[config.mk]
export PLATFORM = sky130hd
export DESIGN_NAME = jtid_dev_flat
export DESIGN_NICKNAME = d
export VERILOG_FILES = /design/src/jtid_pkg.sv /design/src/jtid_if.sv /design/src/jtid_dev.sv /design/src/flat_wrapper.sv
export VERILOG_INCLUDE_DIRS = /design/src
export SDC_FILE = /design/constraint.sdc
export NUM_CORES = 1
export LEC_CHECK = 0
export CAP_MARGIN = 20
export CELL_PAD_IN_SITES_DETAIL_PLACEMENT = 1
export CELL_PAD_IN_SITES_GLOBAL_PLACEMENT = 1
export CORE_ASPECT_RATIO = 1.25
export CORE_MARGIN = 2
export CORE_UTILIZATION = 44
export CTS_CLUSTER_DIAMETER = 50
export DETAILED_ROUTE_END_ITERATION = 10
export DONT_BUFFER_PORTS = 1
export HOLD_SLACK_MARGIN = 0.15
export PLACE_DENSITY = 0.81
export SYNTH_ARGS = -nofsm -noshare
export SYNTH_HDL_FRONTEND = slang
export SYNTH_SLANG_ARGS = --single-unit
[constraint.sdc]
create_clock -name i_clk -period 1.95 [get_ports i_clk]
set_clock_uncertainty 0.15 [all_clocks]
set_input_delay 0.0975 -clock i_clk [delete_from_list [all_inputs] [get_ports i_clk]]
set_output_delay 0.0975 -clock i_clk [all_outputs]
set_load 0.1 [all_outputs]
[src/jtid_defines.svh]
// Constants for the scan test port and its controller
`ifndef JTID_DEFINES_SVH
`define JTID_DEFINES_SVH
`define JTID_IR_W 4
`define JTID_IR_IDCODE 4'h1
`define JTID_IR_BYPASS 4'hf
`define JTID_IR_CAPTURE 4'h1
`define JTID_ID_W 32
`define JTID_ID_VALUE 32'h0a5a5001
`define JTID_TCK_HALF 4'h4
`define JTID_FIFO_DEPTH 8
`define JTID_FIFO_AW 3
`define JTID_DR_W 32
`endif

[src/jtid_pkg.sv]
// Types for the two ends of the scan link; each type serves one end only
`default_nettype none
package jtid_pkg;
	typedef enum logic [3:0] {
		TLR, RTI, SEL_DR, CAP_DR, SH_DR, EX1_DR, PA_DR, EX2_DR, UPD_DR,
		SEL_IR, CAP_IR, SH_IR, EX1_IR, PA_IR, EX2_IR, UPD_IR
	} jtid_tap_t;
	typedef enum logic [2:0] {
		H_IDLE, H_LOW, H_HIGH, H_NEXT
	} jtid_hst_t;
	// One host command: run a tms/tdi pair list of n bits
	typedef struct packed {
		logic [31:0] tms;
		logic [31:0] tdi;
		logic [5:0] len;
	} jtid_cmd_t;
endpackage
`default_nettype wire

[src/jtid_if.sv]
// Scan link wires between controller and device
`timescale 1ns/1ps
`default_nettype none
interface jtid_if;
	logic tck;
	logic tms;
	logic tdi;
	logic tdo;
	modport ctrl (output tck, output tms, output tdi, input tdo);
	modport dev (input tck, input tms, input tdi, output tdo);
endinterface
`default_nettype wire

[src/jtid_dev.sv]
// Device end: scan test port with the identification shift defect
`timescale 1ns/1ps
`default_nettype none
`include "jtid_defines.svh"
module jtid_dev (
	input wire logic i_clk,
	input wire logic i_rst,
	jtid_if.dev lnk,
	output logic [`JTID_IR_W-1:0] o_ir,
	output logic o_in_reset,
	output logic [`JTID_DR_W-1:0] o_user_dr,
	output logic o_user_upd
);
	typedef struct packed {
		logic [1:0] tck_s;
		logic [1:0] tms_s;
		logic [1:0] tdi_s;
		logic tck_d;
		jtid_pkg::jtid_tap_t st;
		logic [`JTID_IR_W-1:0] ir;
		logic [`JTID_IR_W-1:0] ir_sh;
		logic [`JTID_ID_W-1:0] id_sh;
		logic byp;
		logic [`JTID_DR_W-1:0] usr_sh;
		logic [`JTID_DR_W-1:0] usr;
		logic upd;
		logic tdo;
		logic in_rst;
	} jtid_dst_t;
	jtid_dst_t s_r, s_nxt;
	logic rise, fall, tms, tdi;

	// Two flops before use; second stage feeds the edge detector
	assign tms = s_r.tms_s[1];
	assign tdi = s_r.tdi_s[1];
	assign rise = s_r.tck_s[1] && !s_r.tck_d;
	assign fall = !s_r.tck_s[1] && s_r.tck_d;

	function automatic jtid_pkg::jtid_tap_t nxt_state(jtid_pkg::jtid_tap_t c, logic m);
		case (c)
			jtid_pkg::TLR: nxt_state = m ? jtid_pkg::TLR : jtid_pkg::RTI;
			jtid_pkg::RTI: nxt_state = m ? jtid_pkg::SEL_DR : jtid_pkg::RTI;
			jtid_pkg::SEL_DR: nxt_state = m ? jtid_pkg::SEL_IR : jtid_pkg::CAP_DR;
			jtid_pkg::CAP_DR: nxt_state = m ? jtid_pkg::EX1_DR : jtid_pkg::SH_DR;
			jtid_pkg::SH_DR: nxt_state = m ? jtid_pkg::EX1_DR : jtid_pkg::SH_DR;
			jtid_pkg::EX1_DR: nxt_state = m ? jtid_pkg::UPD_DR : jtid_pkg::PA_DR;
			jtid_pkg::PA_DR: nxt_state = m ? jtid_pkg::EX2_DR : jtid_pkg::PA_DR;
			jtid_pkg::EX2_DR: nxt_state = m ? jtid_pkg::UPD_DR : jtid_pkg::SH_DR;
			jtid_pkg::UPD_DR: nxt_state = m ? jtid_pkg::SEL_DR : jtid_pkg::RTI;
			jtid_pkg::SEL_IR: nxt_state = m ? jtid_pkg::TLR : jtid_pkg::CAP_IR;
			jtid_pkg::CAP_IR: nxt_state = m ? jtid_pkg::EX1_IR : jtid_pkg::SH_IR;
			jtid_pkg::SH_IR: nxt_state = m ? jtid_pkg::EX1_IR : jtid_pkg::SH_IR;
			jtid_pkg::EX1_IR: nxt_state = m ? jtid_pkg::UPD_IR : jtid_pkg::PA_IR;
			jtid_pkg::PA_IR: nxt_state = m ? jtid_pkg::EX2_IR : jtid_pkg::PA_IR;
			jtid_pkg::EX2_IR: nxt_state = m ? jtid_pkg::UPD_IR : jtid_pkg::SH_IR;
			jtid_pkg::UPD_IR: nxt_state = m ? jtid_pkg::SEL_DR : jtid_pkg::RTI;
			default: nxt_state = jtid_pkg::TLR;
		endcase
	endfunction

	always_comb begin
		s_nxt = s_r;
		s_nxt.tck_s = {s_r.tck_s[0], lnk.tck};
		s_nxt.tms_s = {s_r.tms_s[0], lnk.tms};
		s_nxt.tdi_s = {s_r.tdi_s[0], lnk.tdi};
		s_nxt.tck_d = s_r.tck_s[1];
		s_nxt.upd = 1'b0;
		// Actions on rising test clock, state as it stands before the step
		if (rise) begin
			s_nxt.st = nxt_state(s_r.st, tms);
			case (s_r.st)
				jtid_pkg::TLR: s_nxt.ir = `JTID_IR_IDCODE;
				jtid_pkg::CAP_IR: s_nxt.ir_sh = `JTID_IR_CAPTURE;
				jtid_pkg::SH_IR: s_nxt.ir_sh = {tdi, s_r.ir_sh[`JTID_IR_W-1:1]};
				jtid_pkg::UPD_IR: s_nxt.ir = s_r.ir_sh;
				jtid_pkg::CAP_DR: begin
					s_nxt.id_sh = `JTID_ID_VALUE;
					s_nxt.byp = 1'b0;
					s_nxt.usr_sh = s_r.usr;
				end
				jtid_pkg::SH_DR: begin
					// Defect kept on purpose: ones enter, not the serial input
					s_nxt.id_sh = {1'b1, s_r.id_sh[`JTID_ID_W-1:1]};
					s_nxt.byp = tdi;
					s_nxt.usr_sh = {tdi, s_r.usr_sh[`JTID_DR_W-1:1]};
				end
				jtid_pkg::UPD_DR: begin
					// Identification word is read-only; nothing applied
					if (s_r.ir != `JTID_IR_IDCODE && s_r.ir != `JTID_IR_BYPASS) begin
						s_nxt.usr = s_r.usr_sh;
						s_nxt.upd = 1'b1;
					end
				end
				default: ;
			endcase
			// Default instruction takes effect on arrival, not one clock later
			if (s_nxt.st == jtid_pkg::TLR) s_nxt.ir = `JTID_IR_IDCODE;
		end
		// Output changes on the falling test clock
		if (fall) begin
			if (s_r.st == jtid_pkg::SH_IR) s_nxt.tdo = s_r.ir_sh[0];
			else if (s_r.st == jtid_pkg::SH_DR) begin
				if (s_r.ir == `JTID_IR_IDCODE) s_nxt.tdo = s_r.id_sh[0];
				else if (s_r.ir == `JTID_IR_BYPASS) s_nxt.tdo = s_r.byp;
				else s_nxt.tdo = s_r.usr_sh[0];
			end
		end
		// Registered so the reset-state output comes from a flop
		s_nxt.in_rst = s_nxt.st == jtid_pkg::TLR;
	end

	always_ff @(posedge i_clk) begin
		if (i_rst) begin
			s_r <= '0;
			s_r.st <= jtid_pkg::TLR;
			s_r.in_rst <= 1'b1;
			s_r.ir <= `JTID_IR_IDCODE;
		end else begin
			s_r <= s_nxt;
		end
	end

	assign lnk.tdo = s_r.tdo;
	assign o_ir = s_r.ir;
	assign o_in_reset = s_r.in_rst;
	assign o_user_dr = s_r.usr;
	assign o_user_upd = s_r.upd;
endmodule
`default_nettype wire

[src/flat_wrapper.sv]
// flat-port wrapper written by rule: the top's interface ports become plain ports
module jtid_dev_flat 
  (i_clk, i_rst, o_ir, o_in_reset, o_user_dr, o_user_upd, lnk_tck, lnk_tms, lnk_tdi, lnk_tdo);
  jtid_if lnk_i ();
  input wire logic i_clk;
  input wire logic i_rst;
  output logic [`JTID_IR_W-1:0] o_ir;
  output logic o_in_reset;
  output logic [`JTID_DR_W-1:0] o_user_dr;
  output logic o_user_upd;
  input wire logic [$bits(lnk_i.tck)-1:0] lnk_tck;
  input wire logic [$bits(lnk_i.tms)-1:0] lnk_tms;
  input wire logic [$bits(lnk_i.tdi)-1:0] lnk_tdi;
  output wire logic [$bits(lnk_i.tdo)-1:0] lnk_tdo;
  assign lnk_i.tck = lnk_tck;
  assign lnk_i.tms = lnk_tms;
  assign lnk_i.tdi = lnk_tdi;
  assign lnk_tdo = lnk_i.tdo;
  jtid_dev u_core (.i_clk(i_clk), .i_rst(i_rst), .lnk(lnk_i), .o_ir(o_ir), .o_in_reset(o_in_reset), .o_user_dr(o_user_dr), .o_user_upd(o_user_upd));
endmodule
==> flow_summary.json, run 1 <==
{
  "fillers": 1245,
  "max_stage_delay_ns": 0.46,
  "initial_core_util": 0.451,
  "reg2reg_from": "u_core.s_r[109]",
  "fin_area_sq_mm": 0.00589,
  "violations": "negative hold slack",
  "synth.distinct_cells": 43,
  "dp_hpwl_microns": 7120,
  "worst-setup-path-type": "register to register",
  "p_sw_mw": 1.21,
  "holdCritStartpoint": "i_rst",
  "relSlewSlack": 0.662,
  "path_max_fanout": 8,
  "root_buffer": "clkbuf_16",
  "synth_seq_cells": 119,
  "antenna_found_initial": 0,
  "pin_count": 44,
  "crit_slowest_cell": "dfxtp_1",
  "synth_warnings": 0,
  "die_area_sq_mm": 0.0122,
  "final_cells": 695,
  "peakVddDrop_v": 0.000488,
  "placementRows": 43,
  "cts-hold-fix-buffers": 10,
  "crit_chain": "and3b_1 -> a21oi_2 -> or3_1 -> buf_4 -> a22oi_1 -> nor2_1",
  "grt_pass1_vias": 4106,
  "gp_congestion": 0.734,
  "synth.net_count": 545,
  "worstRegToRegCells": 6,
  "worst_pin_slew_ns": 0.503,
  "p_total_mw": 5.67,
  "final_layout_size_suffix_gt1_frac": 0.179,
  "cts.path.max_buffers": 2,
  "initialDrtViolationCount": 200,
  "n_antenna_cell": 0,
  "post_dp_cell_area_sq_mm": 0.00518,
  "drt-vias-per-instance": 5.67,
  "track_usage": 0.216,
  "place_ws_ns": 0.111,
  "synthFlopType": "dfxtp_1",
  "grt_pass1_wl_microns": 20700,
  "swShare": 0.214,
  "placed_cells": 653,
  "cts_setup_buffers": 0,
  "worst_ep_required_time_ns": 2.10,
  "cts_tree": "yes",
  "totalNegativeSetupSlack_ns": 0,
  "grt_max_degree": 122,
  "fin_crit_ns": 1.91,
  "finalCritPeriodShare": 0.978,
  "htree_levels": 4,
  "final-seq-area_sq_mm": 0.00238,
  "wl_per_cell_microns": 18.3,
  "pwr-share-seq": 0.432,
  "cts_sinks": 119,
  "final.setup.worst_slack_ns": 0.0421,
  "syn-cell-area_sq_mm": 0.00500,
  "die_h_microns": 123,
  "post-route-drc-count": 0,
  "maxCapViolations": 0,
  "io_buffers": 0,
  "die_w_microns": 99.4,
  "status": "finished with violations",
  "drt_wl_total_microns": 12700,
  "coreArea_sq_mm": 0.0111,
  "rrSetupSlack_ns": 0.04,
  "clk_pin_slew_ns": 0.06,
  "fin_hold_ws_ns": -0.392,
  "worstPathArrival_ns": 2.06,
  "synth-edff-count": 0,
  "area_delta_synth_final_pct": 17.7,
  "finalSetupViolCount": 0,
  "clkLatencyLatePin_ns": 0.42,
  "drt-pass1-iter-count": 4,
  "slew_violations": 0,
  "async_flop_share": 0,
  "pwr-share-clk": 0.554,
  "endpoint_kind": "register",
  "hold_depth": 1,
  "p_comb_frac": 0.014,
  "finalNetCount": 552,
  "p_leak_nw": 2.36,
  "grt_overflow": 0,
  "postSynthCellCount": 540,
  "hold_viol": 112,
  "startpoint_type": "register",
  "postRouteAntennaNets": 0,
  "ys_seq_area_frac": 0.476,
  "reg2reg_to": "u_core.s_r[86]",
  "numCtsBuffers": 17,
  "p_per_area_mw_per_mm2": 962,
  "synth_area_per_cell_sq_um": 9.27,
  "multi_input_area_sq_mm": 0.00214,
  "hp-class": "input pin to register",
  "internal_power_mw": 4.45,
  "clock.fmax_ghz": 0.524,
  "dr_total_vias": 3938,
  "min_to": "u_core.s_r[109]"
}
[power groups by stage]
stage	logic, mW	registers [mW]	clock network [mW]
floorplan	0.0703	2.51	0
detailed placement	0.0658	2.50	0
global placement	0.0636	2.50	0
finish	0.0795	2.45	3.14
global route	0.0865	2.45	3.28
CTS	0.0787	2.45	3.17
[worst max-delay path: cells and delay by family, from the launching register on]
kind                   cells  cell delay [ns]
flip-flops                 1             0.46
AND/OR/NAND/NOR            3             0.69
AO/OA/AOI/OAI              2             0.29
buffers and inverters      1             0.19
[routing by layer]
| layer | GRT usage | up-vias | routed length, microns |
|---|---|---|---|
| met5 | 0 | - | 0 |
| met1 | 0.244 | 1978 | 5320 |
| met2 | 0.380 | 77 | 6670 |
| met4 | 0.0925 | 0 | 234 |
| met3 | 0.0611 | 26 | 487 |
| li1 | - | 1857 | - |
[metrics by stage]
stage / hold WS, ns / utilization
floorplan: 0.0392 / -
global placement: 0.0362 / 0.467
detailed placement: 0.0375 / 0.467
CTS: -0.404 / 0.530
global route: -0.402 / 0.531
finish: -0.392 / 0.531
[cells by family after synthesis]
group	count (synthesis)	share of synthesized area
multiplexers	64	0.128
AO/OA/AOI/OAI	91	0.132
flip-flops	119	0.476
XOR/XNOR	1	0.00175
buffers and inverters	83	0.0990
AND/OR/NAND/NOR	182	0.163
[layout by cell type (no fill, tap or decap), types with 3 or more instances in the layout]
cell | synthesis | final
a211oi_1 | 32 | 31
a21oi_1 | 13 | 13
a22oi_1 | 23 | 23
a31o_2 | 3 | 3
and3_1 | 4 | 3
buf_12 | 0 | 4
buf_4 | 38 | 51
clkbuf_16 | 0 | 18
clkbuf_8 | 0 | 3
clkinv_2 | 0 | 3
clkinv_4 | 0 | 3
clkinvlp_4 | 0 | 3
dfxtp_1 | 119 | 118
dlygate4sd3_1 | 0 | 10
inv_1 | 5 | 5
mux2i_1 | 64 | 64
nand2_1 | 9 | 8
nand3_1 | 9 | 9
nand4_1 | 3 | 3
nor2_1 | 117 | 117
nor2b_1 | 11 | 10
nor3_1 | 15 | 15
nor3b_1 | 4 | 4
[Yosys cell counts, types with 3 or more instances]
cell	n	area share
dfxtp_1	119	0.48
nor2_1	117	0.088
mux2i_1	64	0.13
buf_4	38	0.057
a211oi_1	32	0.048
a22oi_1	23	0.035
buf_2	21	0.021
clkbuf_1	16	0.012
nor3_1	15	0.015
a21oi_1	13	0.013
nor2b_1	11	0.014
nand2_1	9	0.0068
nand3_1	9	0.0090
inv_1	5	0.0038
and3_1	4	0.0050
nor3b_1	4	0.0060
a31o_2	3	0.0053
nand4_1	3	0.0038
o21ai_0	3	0.0030
[timing repair]
item | CTS | global route
endpoints found under the hold margin | 119 | 112
gates resized for setup | 0 | 6
setup endpoints to repair | 0 | 22
[registers in the layout (all words and copies together) (netlist names)]
register,count
u_core.o_user_upd,1
u_core.s_r,76
u_core.s_nxt,4
u_core.lnk.tdo,1
u_core.o_in_reset,1
u_core.o_user_dr,32
u_core.o_ir,4
[worst max path at each step]
stage,start,endpoint
6_report,u_core.s_r[109],u_core.s_r[86]
5_1_grt,u_core.s_r[109],u_core.s_r[57]
4_1_cts,u_core.s_r[111],u_core.o_user_dr[30]
3_5_place_dp,u_core.s_r[111],u_core.o_in_reset
3_3_place_gp,u_core.s_r[108],u_core.o_ir[2]
2_1_floorplan,u_core.s_r[110],u_core.s_r[84]
[area by class of cell]
type,instances,area share
clock inverters,11,0.0210
multi-input cells,338,0.363
inverters,5,0.00319
well taps,135,0.0287
flip-flops and latches,119,0.405
repair buffers,66,0.0998
clock buffers,21,0.0799
Power figures use the tool's default switching activity.
==> run 2: changes to the inputs <==
--- a/config.mk
+++ b/config.mk
@@ -6,17 +6,19 @@
 export SDC_FILE = /design/constraint.sdc
 export NUM_CORES = 1
 export LEC_CHECK = 0
+export ABC_AREA = 1
 export CAP_MARGIN = 20
 export CELL_PAD_IN_SITES_DETAIL_PLACEMENT = 1
 export CELL_PAD_IN_SITES_GLOBAL_PLACEMENT = 1
 export CORE_ASPECT_RATIO = 1.25
-export CORE_MARGIN = 2
-export CORE_UTILIZATION = 44
+export CORE_MARGIN = 3
+export CORE_UTILIZATION = 42
 export CTS_CLUSTER_DIAMETER = 50
 export DETAILED_ROUTE_END_ITERATION = 10
 export DONT_BUFFER_PORTS = 1
 export HOLD_SLACK_MARGIN = 0.15
 export PLACE_DENSITY = 0.81
+export SLEW_MARGIN = 20
 export SYNTH_ARGS = -nofsm -noshare
 export SYNTH_HDL_FRONTEND = slang
 export SYNTH_SLANG_ARGS = --single-unit
==> run 2 against run 1 <==
Net effect: the flow now finishes without violations; sequential share of layout area shrank 0.90 points; critical path depth grew 5; total power increased by 7.0%; sequential power up 2%; register-to-register slack better by 0.07 ns; critical endpoint is now u_core.lnk.tdo; cell count grew 22%; hold slack improved by 0.60 ns; worst setup slack gained 0.071 ns; non-clock buffer count fell by 3; die area grew 11%; largest cell class unchanged; critical path type unchanged.
==> flow_summary.json, run 2 <==
{
  "dp_hpwl_microns": 8470,
  "synth_area_per_cell_sq_um": 7.71,
  "die_h_microns": 130,
  "n_antenna_cell": 0,
  "grt_pass1_wl_microns": 23200,
  "cts_tree": "yes",
  "startpoint_type": "register",
  "synth.net_count": 672,
  "syn-cell-area_sq_mm": 0.00514,
  "worst-setup-path-type": "register to register",
  "holdCritStartpoint": "lnk_tck",
  "postSynthCellCount": 667,
  "grt_overflow": 0,
  "placed_cells": 808,
  "track_usage": 0.212,
  "place_ws_ns": -0.0826,
  "root_buffer": "clkbuf_16",
  "worstRegToRegCells": 11,
  "synth_area_leaders": "dfxtp_1, nand2_1, nor2_1",
  "final_cells": 847,
  "finalNetCount": 678,
  "die_area_sq_mm": 0.0136,
  "synth-edff-count": 0,
  "io_buffers": 0,
  "htree_levels": 4,
  "antenna_found_initial": 0,
  "p_leak_nw": 2.48,
  "hold_viol": 0,
  "initial_core_util": 0.437,
  "max_flop_register": "u_core.s_r",
  "hold_depth": 3,
  "synth.distinct_cells": 29,
  "grt_pass1_vias": 4679,
  "clock.fmax_ghz": 0.544,
  "crit_chain": "inv_2 -> nor2_4 -> nand2_4 -> buf_12 -> inv_2 -> nor2_1 -> nor2_1 -> inv_1 -> a21oi_2 -> o21ai_0 -> a21oi_1",
  "reg2reg_from": "u_core.s_r[110]",
  "fillers": 1446,
  "totalNegativeSetupSlack_ns": 0,
  "synth.most_common_cell": "nand2_1",
  "endpoint_kind": "register",
  "grt_max_degree": 43,
  "clkLatencyLatePin_ns": 0.41,
  "clk_pin_slew_ns": 0.05,
  "path_max_fanout": 17,
  "grt.busiest_layer": "met2",
  "groute.layer.met3.usage": 0.0495,
  "synth_seq_cells": 119,
  "finalCritPeriodShare": 0.942,
  "area_delta_synth_final_pct": 17.7,
  "die_w_microns": 105,
  "cts.path.max_buffers": 2,
  "largest_register_ffs": 76,
  "status": "complete, no violations",
  "postRouteAntennaNets": 0,
  "use_met1": 0.241,
  "final_layout_size_suffix_gt1_frac": 0.224,
  "layout_commonest_cell": "nand2_1",
  "synthFlopType": "dfxtp_1",
  "final.setup.worst_slack_ns": 0.113,
  "drt_wl_total_microns": 14100,
  "layout_common_cells": "nand2_1, dfxtp_1, nor2_1, buf_4, o21ai_1",
  "async_flop_share": 0,
  "wl_per_cell_microns": 16.7,
  "relSlewSlack": 0.697,
  "worst_ep_required_time_ns": 2.14,
  "cts_sinks": 119,
  "placementRows": 44,
  "p_total_mw": 6.06,
  "dr_total_vias": 4414,
  "fin_crit_ns": 1.84,
  "crit_slowest_cell": "dfxtp_4",
  "slew_violations": 0,
  "synth_top_area_share": 0.463,
  "max_stage_delay_ns": 0.39,
  "initialDrtViolationCount": 194,
  "post-route-drc-count": 0,
  "synth_warnings": 0,
  "grt.met2_usage": 0.388,
  "numCtsBuffers": 17,
  "drt-pass1-iter-count": 4,
  "pin_count": 44,
  "worst_pin_slew_ns": 0.454,
  "gp_congestion": 0.819,
  "rsz0062_at_grt": "yes",
  "coreArea_sq_mm": 0.0118,
  "cp-startpoint": "u_core.s_r[110]",
  "maxCapViolations": 0,
  "ys_seq_area_frac": 0.463,
  "yosys-top-cells-count": "nand2_1, dfxtp_1, nor2_1",
  "finalSetupViolCount": 0,
  "hp-class": "input pin to register",
  "p_per_area_mw_per_mm2": 1000,
  "worstPathArrival_ns": 2.03,
  "drt-vias-per-instance": 5.21,
  "synth_top_area_cell": "dfxtp_1",
  "peakVddDrop_v": 0.000616
}
==> run 2: cell count changes in the layout (fill, tap and decap cells not counted), moves of 29 or more <==
cell and delta:
o21ai_1 +40, nor2_2 +31, o21ai_0 +29, nor2_1 -46
a211oi_1 -30, mux2i_1 -64, nand2_1 +151, a31oi_1 +32
==> run 2: cell families (layout without fill, tap and decap cells) <==
| family | after synthesis | in the layout | share of synthesized area |
|---|---|---|---|
| DFF | 119 | 119 | 0.463 |
| buffers and inverters | 107 | 126 | 0.125 |
| AOI/OAI and AO/OA | 151 | 151 | 0.166 |
| and+or+nand+nor | 290 | 290 | 0.247 |
==> run 2: cell type report <==
cell class                 count  area (sq um)  share of cell area
inverter                      31           125              0.0207
multi-input combinational    441          2150               0.355
timing repair buffer          63           579              0.0957
clock buffer                  24           482              0.0796
clock inverter                 8           120              0.0198
tap                          161           201              0.0333
sequential                   119          2390               0.396
==> run 2: stage by stage <==
step / util / area, sq um / hold WS [ns]
6_report: 0.514 / 6050 / 0.207
5_1_grt: 0.514 / 6050 / 0.218
4_1_cts: 0.508 / 5980 / 0.192
3_5_place_dp: 0.450 / 5300 / 0.0256
3_3_place_gp: 0.450 / 5300 / 0.0239
2_1_floorplan: - / 5140 / 0.0545
==> run 2: repair_timing <==
item                       in CTS  in global routing
setup endpoints to repair      36                  5
buffers inserted                1                  0
hold endpoints to repair      105                  0
resized for setup               6                 14
pin swaps                       1                  2
hold buffers                    5                  0
gates cloned                    0                  1
==> run 2: where the power goes <==
part | internal, mW | switching, mW | leakage [nW]
Combinational | 0.107 | 0.260 | 1.23
Clock | 2.10 | 1.10 | 0.290
Sequential | 2.46 | 0.0328 | 0.964
==> run 2: worst paths after layout <==
kind | to | slack (ns)
min | u_core.s_nxt[118] | 0.21
max | u_core.lnk.tdo | 0.11
max reg2reg | u_core.lnk.tdo | 0.11
min reg2reg | u_core.s_r[116] | 0.27
==> run 2: worst max-delay path: cells and delay by family, from the launching register on <==
kind | cells | cell delay [ns]
simple gates | 4 | 0.44
buf+inv | 4 | 0.43
flops | 1 | 0.39
compound gates | 3 | 0.35
==> run 2: layer usage <==
| layer | up-vias | part of all wire |
|---|---|---|
| met5 | - | 0 |
| met4 | 0 | 0.018 |
| met3 | 20 | 0.032 |
| met2 | 83 | 0.53 |
| met1 | 2157 | 0.42 |
| li1 | 2154 | - |
